`src/cs_decode_pkg.sv`:
```
// shared constants for the paged swap chip select decoder
package cs_decode_pkg;

	// ***********************************************
	// page register layout
	// ***********************************************
	localparam int PAGE_REG_W = 8;
	localparam int PAGE_NUM_W = 3;
	localparam int SWAP_BIT = 7;
	localparam int UNLOCK_BIT = 6;
	localparam logic [7:0] PAGE_REG_RESET = 8'h00;
	localparam logic [2:0] LOADER_PAGE = 3'h3;

	// ***********************************************
	// register port offsets
	// ***********************************************
	localparam int REG_ADDR_W = 2;
	localparam logic [1:0] PAGE_SELECT_OFFSET = 2'h0;
	localparam logic [1:0] SELECT_STATUS_OFFSET = 2'h1;
	localparam logic [7:0] UNMAPPED_READ = 8'h00;

	// status register field positions
	localparam int STAT_SEVEN_BIT = 0;
	localparam int STAT_LOW_BIT = 1;
	localparam int STAT_HIGH_BIT = 2;

	// ***********************************************
	// host address windows (64 Kbyte space)
	// ***********************************************
	localparam int HOST_ADDR_W = 16;
	localparam logic [15:0] BOOT_LOW_START = 16'hC000;
	localparam logic [15:0] BOOT_LOW_END = 16'hDFFF;
	localparam logic [15:0] BOOT_HIGH_START = 16'hE000;
	localparam logic [15:0] BOOT_HIGH_END = 16'hFFFF;
	localparam logic [15:0] LOADER_LOW_START = 16'h4000;
	localparam logic [15:0] LOADER_LOW_END = 16'h5FFF;
	localparam logic [15:0] LOADER_HIGH_START = 16'h6000;
	localparam logic [15:0] LOADER_HIGH_END = 16'h7FFF;

	// number of address windows checked in parallel
	localparam int NUM_WINDOWS = 4;
	localparam int WIN_BOOT_LOW = 0;
	localparam int WIN_BOOT_HIGH = 1;
	localparam int WIN_LOAD_LOW = 2;
	localparam int WIN_LOAD_HIGH = 3;

endpackage

```
`src/addr_window_match.sv`:
```
// inclusive address window comparator
`timescale 1ns/1ps
module addr_window_match #(
	parameter int ADDR_W = 16
) (
	input wire logic [ADDR_W-1:0] addr, // host address
	input wire logic [ADDR_W-1:0] lo, // first address of window
	input wire logic [ADDR_W-1:0] hi, // last address of window
	output logic hit // address inside window
);

	// plain magnitude compare, both ends inclusive
	assign hit = (addr >= lo) && (addr <= hi);

endmodule

```
`src/page_select_reg.sv`:
```
// page select register with synchronous clear
`timescale 1ns/1ps
module page_select_reg #(
	parameter int WIDTH = 8
) (
	input wire logic mclk, // system clock
	input wire logic rst_n, // synchronous reset, active low
	input wire logic wr_en, // load strobe
	input wire logic [WIDTH-1:0] wdata, // value to load
	output logic [WIDTH-1:0] q // held value
);

	logic [WIDTH-1:0] page_r;
	logic [WIDTH-1:0] page_nxt;

	// hold unless loaded
	assign page_nxt = wr_en ? wdata : page_r;

	// every bit clears so the boot map comes up first
	always_ff @(posedge mclk) begin
		if (!rst_n) begin
			page_r <= WIDTH'(cs_decode_pkg::PAGE_REG_RESET);
		end else begin
			page_r <= page_nxt;
		end
	end

	assign q = page_r;

endmodule

```
`src/paged_swap_chip_select_decoder.sv`:
```
// chip select decoder with page register, boot swap and loader unlock
//
// The plain strobed port and the placing of the registers are this design's own decisions.
`timescale 1ns/1ps
module paged_swap_chip_select_decoder (
	input wire logic mclk, // 10 MHz system clock
	input wire logic rst_n, // synchronous reset, active low
	input wire logic [15:0] host_addr, // host address bus
	input wire logic [1:0] reg_addr, // register port address
	input wire logic [7:0] reg_wdata, // register write data
	input wire logic reg_wr, // register write strobe
	input wire logic reg_rd, // register read strobe
	output logic [7:0] reg_rdata, // read data, cycle after strobe
	output logic [2:0] page_number, // current page number
	output logic main_flash_seg_seven, // main flash segment 7 select
	output logic secondary_flash_low_select, // lower secondary select
	output logic secondary_flash_high_select // upper secondary select
);

	// ***********************************************
	// register port decode
	// ***********************************************
	logic page_wr;
	logic [7:0] page_q;
	logic [7:0] status_word;
	logic [7:0] rdata_r;
	logic [7:0] rdata_nxt;
	logic hit_page;
	logic hit_status;

	// address decode of the two mapped words
	assign hit_page = reg_addr == cs_decode_pkg::PAGE_SELECT_OFFSET;
	assign hit_status = reg_addr == cs_decode_pkg::SELECT_STATUS_OFFSET;
	assign page_wr = reg_wr && hit_page;

	page_select_reg #(
		.WIDTH(cs_decode_pkg::PAGE_REG_W)
	) u_page (
		.mclk(mclk),
		.rst_n(rst_n),
		.wr_en(page_wr),
		.wdata(reg_wdata),
		.q(page_q)
	);

	// ***********************************************
	// page register fields
	// ***********************************************
	logic page_reg_top_bit;
	logic page_reg_second_top_bit;
	logic [2:0] page_num;

	// paging bits from the bottom, logic bits from the top
	assign page_num = page_q[cs_decode_pkg::PAGE_NUM_W-1:0];
	assign page_reg_top_bit = page_q[cs_decode_pkg::SWAP_BIT];
	assign page_reg_second_top_bit = page_q[cs_decode_pkg::UNLOCK_BIT];
	assign page_number = page_num;

	// ***********************************************
	// address windows
	// ***********************************************
	logic [15:0] win_lo [cs_decode_pkg::NUM_WINDOWS];
	logic [15:0] win_hi [cs_decode_pkg::NUM_WINDOWS];
	logic [cs_decode_pkg::NUM_WINDOWS-1:0] win_hit;

	// window bounds table
	assign win_lo[cs_decode_pkg::WIN_BOOT_LOW] =
		cs_decode_pkg::BOOT_LOW_START;
	assign win_hi[cs_decode_pkg::WIN_BOOT_LOW] = cs_decode_pkg::BOOT_LOW_END;
	assign win_lo[cs_decode_pkg::WIN_BOOT_HIGH] =
		cs_decode_pkg::BOOT_HIGH_START;
	assign win_hi[cs_decode_pkg::WIN_BOOT_HIGH] =
		cs_decode_pkg::BOOT_HIGH_END;
	assign win_lo[cs_decode_pkg::WIN_LOAD_LOW] =
		cs_decode_pkg::LOADER_LOW_START;
	assign win_hi[cs_decode_pkg::WIN_LOAD_LOW] =
		cs_decode_pkg::LOADER_LOW_END;
	assign win_lo[cs_decode_pkg::WIN_LOAD_HIGH] =
		cs_decode_pkg::LOADER_HIGH_START;
	assign win_hi[cs_decode_pkg::WIN_LOAD_HIGH] =
		cs_decode_pkg::LOADER_HIGH_END;

	// one comparator per window
	for (genvar i = 0; i < cs_decode_pkg::NUM_WINDOWS; i++) begin : g_win
		addr_window_match #(
			.ADDR_W(cs_decode_pkg::HOST_ADDR_W)
		) u_match (
			.addr(host_addr),
			.lo(win_lo[i]),
			.hi(win_hi[i]),
			.hit(win_hit[i])
		);
	end

	// ***********************************************
	// chip select equations
	// ***********************************************
	logic boot_area;
	logic loader_open;
	logic low_boot_term;
	logic high_boot_term;
	logic low_load_term;
	logic high_load_term;

	// selects are pure decode so the host sees them in the same cycle
	assign boot_area = win_hit[cs_decode_pkg::WIN_BOOT_LOW] ||
		win_hit[cs_decode_pkg::WIN_BOOT_HIGH];
	// loader reachable only after swap, on its page, and when unlocked
	assign loader_open = page_reg_top_bit && page_reg_second_top_bit &&
		(page_num == cs_decode_pkg::LOADER_PAGE);
	// boot terms ignore page number entirely
	assign low_boot_term = !page_reg_top_bit &&
		win_hit[cs_decode_pkg::WIN_BOOT_LOW];
	assign high_boot_term = !page_reg_top_bit &&
		win_hit[cs_decode_pkg::WIN_BOOT_HIGH];
	assign low_load_term = loader_open &&
		win_hit[cs_decode_pkg::WIN_LOAD_LOW];
	assign high_load_term = loader_open &&
		win_hit[cs_decode_pkg::WIN_LOAD_HIGH];
	assign secondary_flash_low_select = low_boot_term || low_load_term;
	assign secondary_flash_high_select =
		high_boot_term || high_load_term;
	// segment seven takes the boot area only while swapped
	assign main_flash_seg_seven = page_reg_top_bit && boot_area;

	// ***********************************************
	// register read path
	// ***********************************************
	// status shows live selects for the current host address
	assign status_word = {5'h00,
		secondary_flash_high_select,
		secondary_flash_low_select,
		main_flash_seg_seven};

	// unmapped reads return zero; data stand only in the cycle after
	assign rdata_nxt = !reg_rd ? cs_decode_pkg::UNMAPPED_READ :
		hit_page ? page_q :
		hit_status ? status_word : cs_decode_pkg::UNMAPPED_READ;

	always_ff @(posedge mclk) begin
		if (!rst_n) begin
			rdata_r <= cs_decode_pkg::UNMAPPED_READ;
		end else begin
			rdata_r <= rdata_nxt;
		end
	end

	assign reg_rdata = rdata_r;

	// ***********************************************
	// checks
	// ***********************************************
	logic in_boot_low;
	logic in_boot_high;
	logic in_boot_any;
	logic in_load_low;
	logic in_load_high;
	logic on_loader_page;

	// inclusive window test, kept apart from the comparator instances
	// so that a wrong bound in the table above is still caught
	function automatic logic in_window(input logic [15:0] a,
		input logic [15:0] lo, input logic [15:0] hi);
		in_window = (a >= lo) && (a <= hi);
	endfunction

	// reference windows restated from the package constants
	assign in_boot_low = in_window(host_addr,
		cs_decode_pkg::BOOT_LOW_START,
		cs_decode_pkg::BOOT_LOW_END);
	assign in_boot_high = in_window(host_addr,
		cs_decode_pkg::BOOT_HIGH_START,
		cs_decode_pkg::BOOT_HIGH_END);
	assign in_boot_any = in_boot_low || in_boot_high;
	assign in_load_low = in_window(host_addr,
		cs_decode_pkg::LOADER_LOW_START,
		cs_decode_pkg::LOADER_LOW_END);
	assign in_load_high = in_window(host_addr,
		cs_decode_pkg::LOADER_HIGH_START,
		cs_decode_pkg::LOADER_HIGH_END);
	assign on_loader_page = page_number == cs_decode_pkg::LOADER_PAGE;
endmodule

```
`config.mk`:
```
export PLATFORM = sky130hd
export DESIGN_NAME = paged_swap_chip_select_decoder
export DESIGN_NICKNAME = d
export VERILOG_FILES = /design/src/cs_decode_pkg.sv /design/src/addr_window_match.sv /design/src/page_select_reg.sv /design/src/paged_swap_chip_select_decoder.sv
export SDC_FILE = /design/constraint.sdc
export NUM_CORES = 1
export LEC_CHECK = 0
export ABC_AREA = 1
export BUFFER_PORTS_ARGS = -buffer_cell sky130_fd_sc_hd__buf_2
export CORE_MARGIN = 3
export CORE_UTILIZATION = 42
export CTS_BUF_LIST = sky130_fd_sc_hd__clkbuf_4
export DETAILED_ROUTE_END_ITERATION = 10
export PLACE_DENSITY = 0.83
export RECOVER_POWER = 50
export SETUP_SLACK_MARGIN = 0.15
export SYNTH_ARGS = -nofsm -noshare
export SYNTH_HDL_FRONTEND = slang
export SYNTH_SLANG_ARGS = --single-unit
```
`constraint.sdc`:
```
create_clock -name mclk -period 0.9 [get_ports mclk]
set_input_delay 0.135 -clock mclk [delete_from_list [all_inputs] [get_ports mclk]]
set_output_delay 0.135 -clock mclk [all_outputs]
set_load 0.03 [all_outputs]
```
# Word level (Yosys, flattened, before mapping)

Index checks and enable logic that the tools add are counted.

Reductions and logical operators: 18
$lt $le $gt $ge: 8
Muxes and demuxes: 2
Eq/ne operators: 2

Operator list:

| cell                   | number |
|---|---|
| $ge A16 B15 Y1 const B | 2 |
| $ge A16 B16 Y1 const B | 2 |
| $le A16 B15 Y1 const B | 2 |
| $le A16 B16 Y1 const B | 2 |
| $logic_and A1 B1 Y1    | 12 |
| $mux W8                | 1 |
| $eq A3 B2 Y1 const B   | 1 |
| $logic_or A1 B1 Y1     | 3 |
| $mux W3                | 1 |
| $eq A2 B1 Y1 const B   | 1 |
| $logic_not A2 Y1       | 1 |
| $reduce_and A2 Y1      | 1 |
| $logic_not A1 Y1       | 1 |

Output and inout port bits: 14
Bits in registers: 16
Input bits: 30
Word-level logic and storage cells: 32

# Depth between registers and ports, before layout

Depth after elaboration: 6
Mapped depth: 7
Gate-level depth less buffers: 7

# Modules after synthesis

From an unflattened synthesis, not the netlist that was laid out.

Cell total of the unflattened synthesis: 661
Area total of the unflattened synthesis: 4152.7 um2

By module, submodules not included:

| module                         | cells each | instances | seq. area each (um2) | area each (um2) |
|---|---|---|---|---|
| addr_window_match              | 140        | 4         | 0.0                  | 855.8 |
| paged_swap_chip_select_decoder | 50         | 1         | 160.2                | 372.9 |
| page_select_reg                | 51         | 1         | 160.2                | 356.6 |

# Least setup slack after synthesis

OpenSTA, ideal clock, no wires.

Kind: reg-to-reg
Start: register u_page.page_r[7], in the netlist u_page.q[7]
End: register rdata_r[0], in the netlist reg_rdata[0]
Stages on the path, launching flop included: 5
Path buffers: 0
Clock period less this slack: 1129 ps
Slack: -229 ps
Library setup time: 67 ps
Data arrival time: 1063 ps
Required time: 833 ps
Path through: dfxtp_1 inv_1 nor2_1 a22oi_1 nor2_1

Longest elaborated chain between the ends: 3

Ends and longest elaborated chain:

| item                     | line                                  | text |
|---|---|---|
| start: declaration       | page_select_reg.sv:13                 | `logic [WIDTH-1:0] page_r;` |
| start signal: assignment | page_select_reg.sv:22                 | `page_r <= WIDTH'(cs_decode_pkg::PAGE_REG_RESET);` |
| start signal: assignment | page_select_reg.sv:24                 | `page_r <= page_nxt;` |
| $logic_and A1 B1 Y1      | paged_swap_chip_select_decoder.sv:124 | `assign main_flash_seg_seven = page_reg_top_bit && boot_area;` |
| net main_flash_seg_seven | paged_swap_chip_select_decoder.sv:15  | `output logic main_flash_seg_seven,` |
| $mux W3                  | paged_swap_chip_select_decoder.sv:138 | `hit_status ? status_word : cs_decode_pkg::UNMAPPED_READ;` |
| $mux W8                  | paged_swap_chip_select_decoder.sv:137 | `hit_page ? page_q :` |
| end signal: assignment   | paged_swap_chip_select_decoder.sv:142 | `rdata_r <= cs_decode_pkg::UNMAPPED_READ;` |
| end signal: assignment   | paged_swap_chip_select_decoder.sv:144 | `rdata_r <= rdata_nxt;` |
| end: declaration         | paged_swap_chip_select_decoder.sv:26  | `logic [7:0] rdata_r;` |

The timed path passes the listed nets, and every way through them passes these cells.
A chain may end at the register's enable or synchronous reset.

# Worst setup path after layout

Start: register u_page.page_r[2], in the netlist u_page.q[2]
End: output secondary_flash_low_select

Longest elaborated chain between the ends: 4

Ends and longest elaborated chain:

| item                | line                                  | text |
|---|---|---|
| $eq A3 B2 Y1        | n/a                                   |  |
| $logic_and A1 B1 Y1 | paged_swap_chip_select_decoder.sv:109 | `assign loader_open = page_reg_top_bit && page_reg_second_top_bit &&` |
| $logic_and A1 B1 Y1 | paged_swap_chip_select_decoder.sv:116 | `assign low_load_term = loader_open &&` |
| $logic_or A1 B1 Y1  | paged_swap_chip_select_decoder.sv:120 | `assign secondary_flash_low_select = low_boot_term \|\| low_load_term;` |
| end: declaration    | paged_swap_chip_select_decoder.sv:16  | `output logic secondary_flash_low_select,` |

No other way between the ends.

==> results_dict.tcl <==
set metrics [dict create \
    status "finished, violations left" \
    failed_checks "setup timing" \
    yosysTopAreaCell "dfxtp_1" \
    gp_congestion 0.696 \
    clkTransAtPathRegs_ns 0.10 \
    die-area_um2 2080 \
    yosysUniqueCellTypes 17 \
    cp-end-kind "output pin" \
    p_switching_uw 392 \
    p_int_mw 1.02 \
    synth_top_area_frac 0.487 \
    p_per_area_nw_per_um2 1270 \
    io_buffers 30 \
    cp-start-kind "flop" \
    synth-edff-count 0 \
    syn-cell-area_um2 658 \
    clock-sinks 16 \
    syn_nets 115 \
    yosys-top-cells-area "dfxtp_1, inv_1, nand2_1" \
    cts_max_level 1 \
    dr.pass1.iters 2 \
    final_nets 161 \
    fillCellCount 92 \
    grt_pass1_vias 705 \
    register_area_um2 337 \
    netlist_top_cells_count "dfxtp_1, inv_1, nand2_1, nor2_1" \
    wl_um 1870 \
    crit_type "reg2out" \
    peakVddDrop_mv 0.996 \
    fin_ws_ns -0.362 \
    seq_area_frac_synth 0.487 \
    globalRouteTotalUtil 0.202 \
    grt.busiest_layer "met2" \
    switching_share 0.278 \
    core_um2 1380 \
    final-setup-viol-count 9 \
    hold_path_end "u_page.q[1]" \
    holdBufCountCts 0 \
    ys_async_sr_fraction 0 \
    cts_tree "built" \
    grtUsageMet2 0.354 \
    placementRows 13 \
    overflow 0 \
    yosysWarnings 0 \
    p_leak_nw 0.517 \
    hp-start "reg_wdata[1]" \
    antenna_cells 0 \
    synthCells 85 \
    pre_cts_ws_ns -0.158 \
    remaining_drc_errors 0 \
    drv_cap 0 \
    fin_crit_sh 1.40 \
    tightestPinTransition_ns 0.301 \
    met3_usage 0.0514 \
    drive_above_1_share 0.654 \
    r2r-end "reg_rdata[1]" \
    pwr-share-seq 0.527 \
    grt_start_max_net_pins 16 \
    synth_top_flop_cell "dfxtp_1" \
    cp.arrival_ns 1.13 \
    max_freq_mhz 792 \
    worstSkewPairLatency_ns 0.29 \
    yosysMostFrequentCell "dfxtp_1" \
    fin_skew_ns 0.00694 \
    rsz0062_at_grt "true" \
    drt_iter0_markers 4 \
    regToRegStartpoint "u_page.q[2]" \
    syn_avg_cell_area_um2 7.74 \
    final_antenna_net_count 0 \
    rrSetupSlack_ns -0.35 \
    p_clk_frac 0.284 \
    wl_per_cell_um 12.9 \
    antenna_found_initial 0 \
    clockBufferDepth 2 \
    report.final.slew_viol_count 0 \
    fin_crit_ns 1.26 \
    grt_pass1_wl_um 2940 \
    post_dp_cell_area_um2 883 \
    min_path_cells 3 \
    multiInputGateArea_um2 307 \
    vias_per_cell 4.91 \
    met1_usage 0.206 \
    hold_class "in2reg" \
    via_count 712 \
    die_h_um 45.6 \
    placed_cells_incl_taps 133 \
    hold_viol_final 0 \
    io_pins 44 \
    total_power_mw 1.41 \
    dp_hpwl_um 1210 \
    final_design_area_no_fill_um2 1110 \
    pwr-share-comb 0.189 \
    ys_ff_latch 16 \
    slew-limit-headroom 0.799 \
    reg2regPathDepth 11 \
    die_x_um 45.6 \
    hold_slack_ns 0.0743 \
    cp.required_ns 0.76 \
    initial_core_util 0.476 \
    clock-root-buffer "clkbuf_4" \
    cp_max_fo 2 \
    syn2layout_area_growth_pct 69.0 \
    stdcell_count 145 \
    numCtsBuffers 3 \
]
-- registers in the layout, summed over array words and instances (netlist names) --
signal and flops:
reg_rdata 8, u_page.q 8
-- power groups by stage --
stage	sequential, mW	combinational (mW)	clock [mW]
6_report	0.743	0.266	0.401
5_1_grt	0.745	0.291	0.419
4_1_cts	0.742	0.258	0.385
3_5_place_dp	0.756	0.206	0
3_3_place_gp	0.754	0.197	0
2_1_floorplan	0.762	0.115	0
-- per-stage QoR --
step,util,setup TNS (ns)
finish,0.805,-1.71
global route,0.805,-2.62
detailed placement,0.639,-0.584
global placement,0.639,-0.328
CTS,0.800,-1.60
floorplan,-,0
-- placed cells by master (no fill, tap or decap), types with 2 or more instances in the layout --
master / synthesis / final
dfxtp_1: 16 / 3
buf_2: 0 / 15
o21ai_0: 4 / 3
inv_2: 1 / 3
a21oi_1: 6 / 4
clkbuf_4: 0 / 3
buf_4: 3 / 9
nor2_2: 6 / 6
inv_1: 13 / 11
nor2_4: 1 / 2
nand2_4: 0 / 2
nor2_1: 9 / 8
buf_6: 1 / 20
nand2_2: 2 / 6
nand2_1: 13 / 7
o21ai_1: 4 / 5
dfxtp_2: 0 / 13
a21oi_2: 0 / 2
nand3_2: 0 / 2
-- worst max path at each step --
stage	start	end	slack, ns	cells past startpoint
2_1_floorplan	u_page.q[1]	reg_rdata[1]	0.01	6
3_3_place_gp	u_page.q[6]	secondary_flash_low_select	-0.12	5
3_5_place_dp	u_page.q[6]	secondary_flash_low_select	-0.16	5
4_1_cts	u_page.q[2]	secondary_flash_low_select	-0.35	6
5_1_grt	u_page.q[2]	secondary_flash_low_select	-0.44	6
6_report	u_page.q[2]	secondary_flash_low_select	-0.36	6
-- area by class of cell --
class,count,area share
clock buffer,3,0.0202
inverter,14,0.0472
clock inverter,1,0.00337
multi-input combinational,51,0.276
timing repair buffer,45,0.334
tap,15,0.0169
sequential,16,0.303
-- kinds of logic (layout without fill, tap and decap cells) --
group / Yosys count / after routing / share of synthesized area
simple gates: 36 / 36 / 0.264
compound gates: 15 / 15 / 0.118
buf+inv: 18 / 63 / 0.131
flops: 16 / 16 / 0.487
-- critical path: stages (launching register included) --
cell and delay, ns:
dfxtp_2 0.34, inv_2 0.05, nand2_2 0.06, nor2_4 0.12
nand2_2 0.07, nand2_4 0.07, buf_6 0.12
-- what timing repair did --
item	CTS	global route
buffers inserted	7	1
pin swaps	5	2
gates resized for setup	52	5
setup endpoints to repair	17	20
-- routing by layer --
layer,vias to the layer above,part of all wire
li1,351,-
met1,326,0.38
met2,25,0.52
met3,10,0.049
met4,0,0.049
met5,-,0
Note: power is estimated with default switching activity, not from simulation.
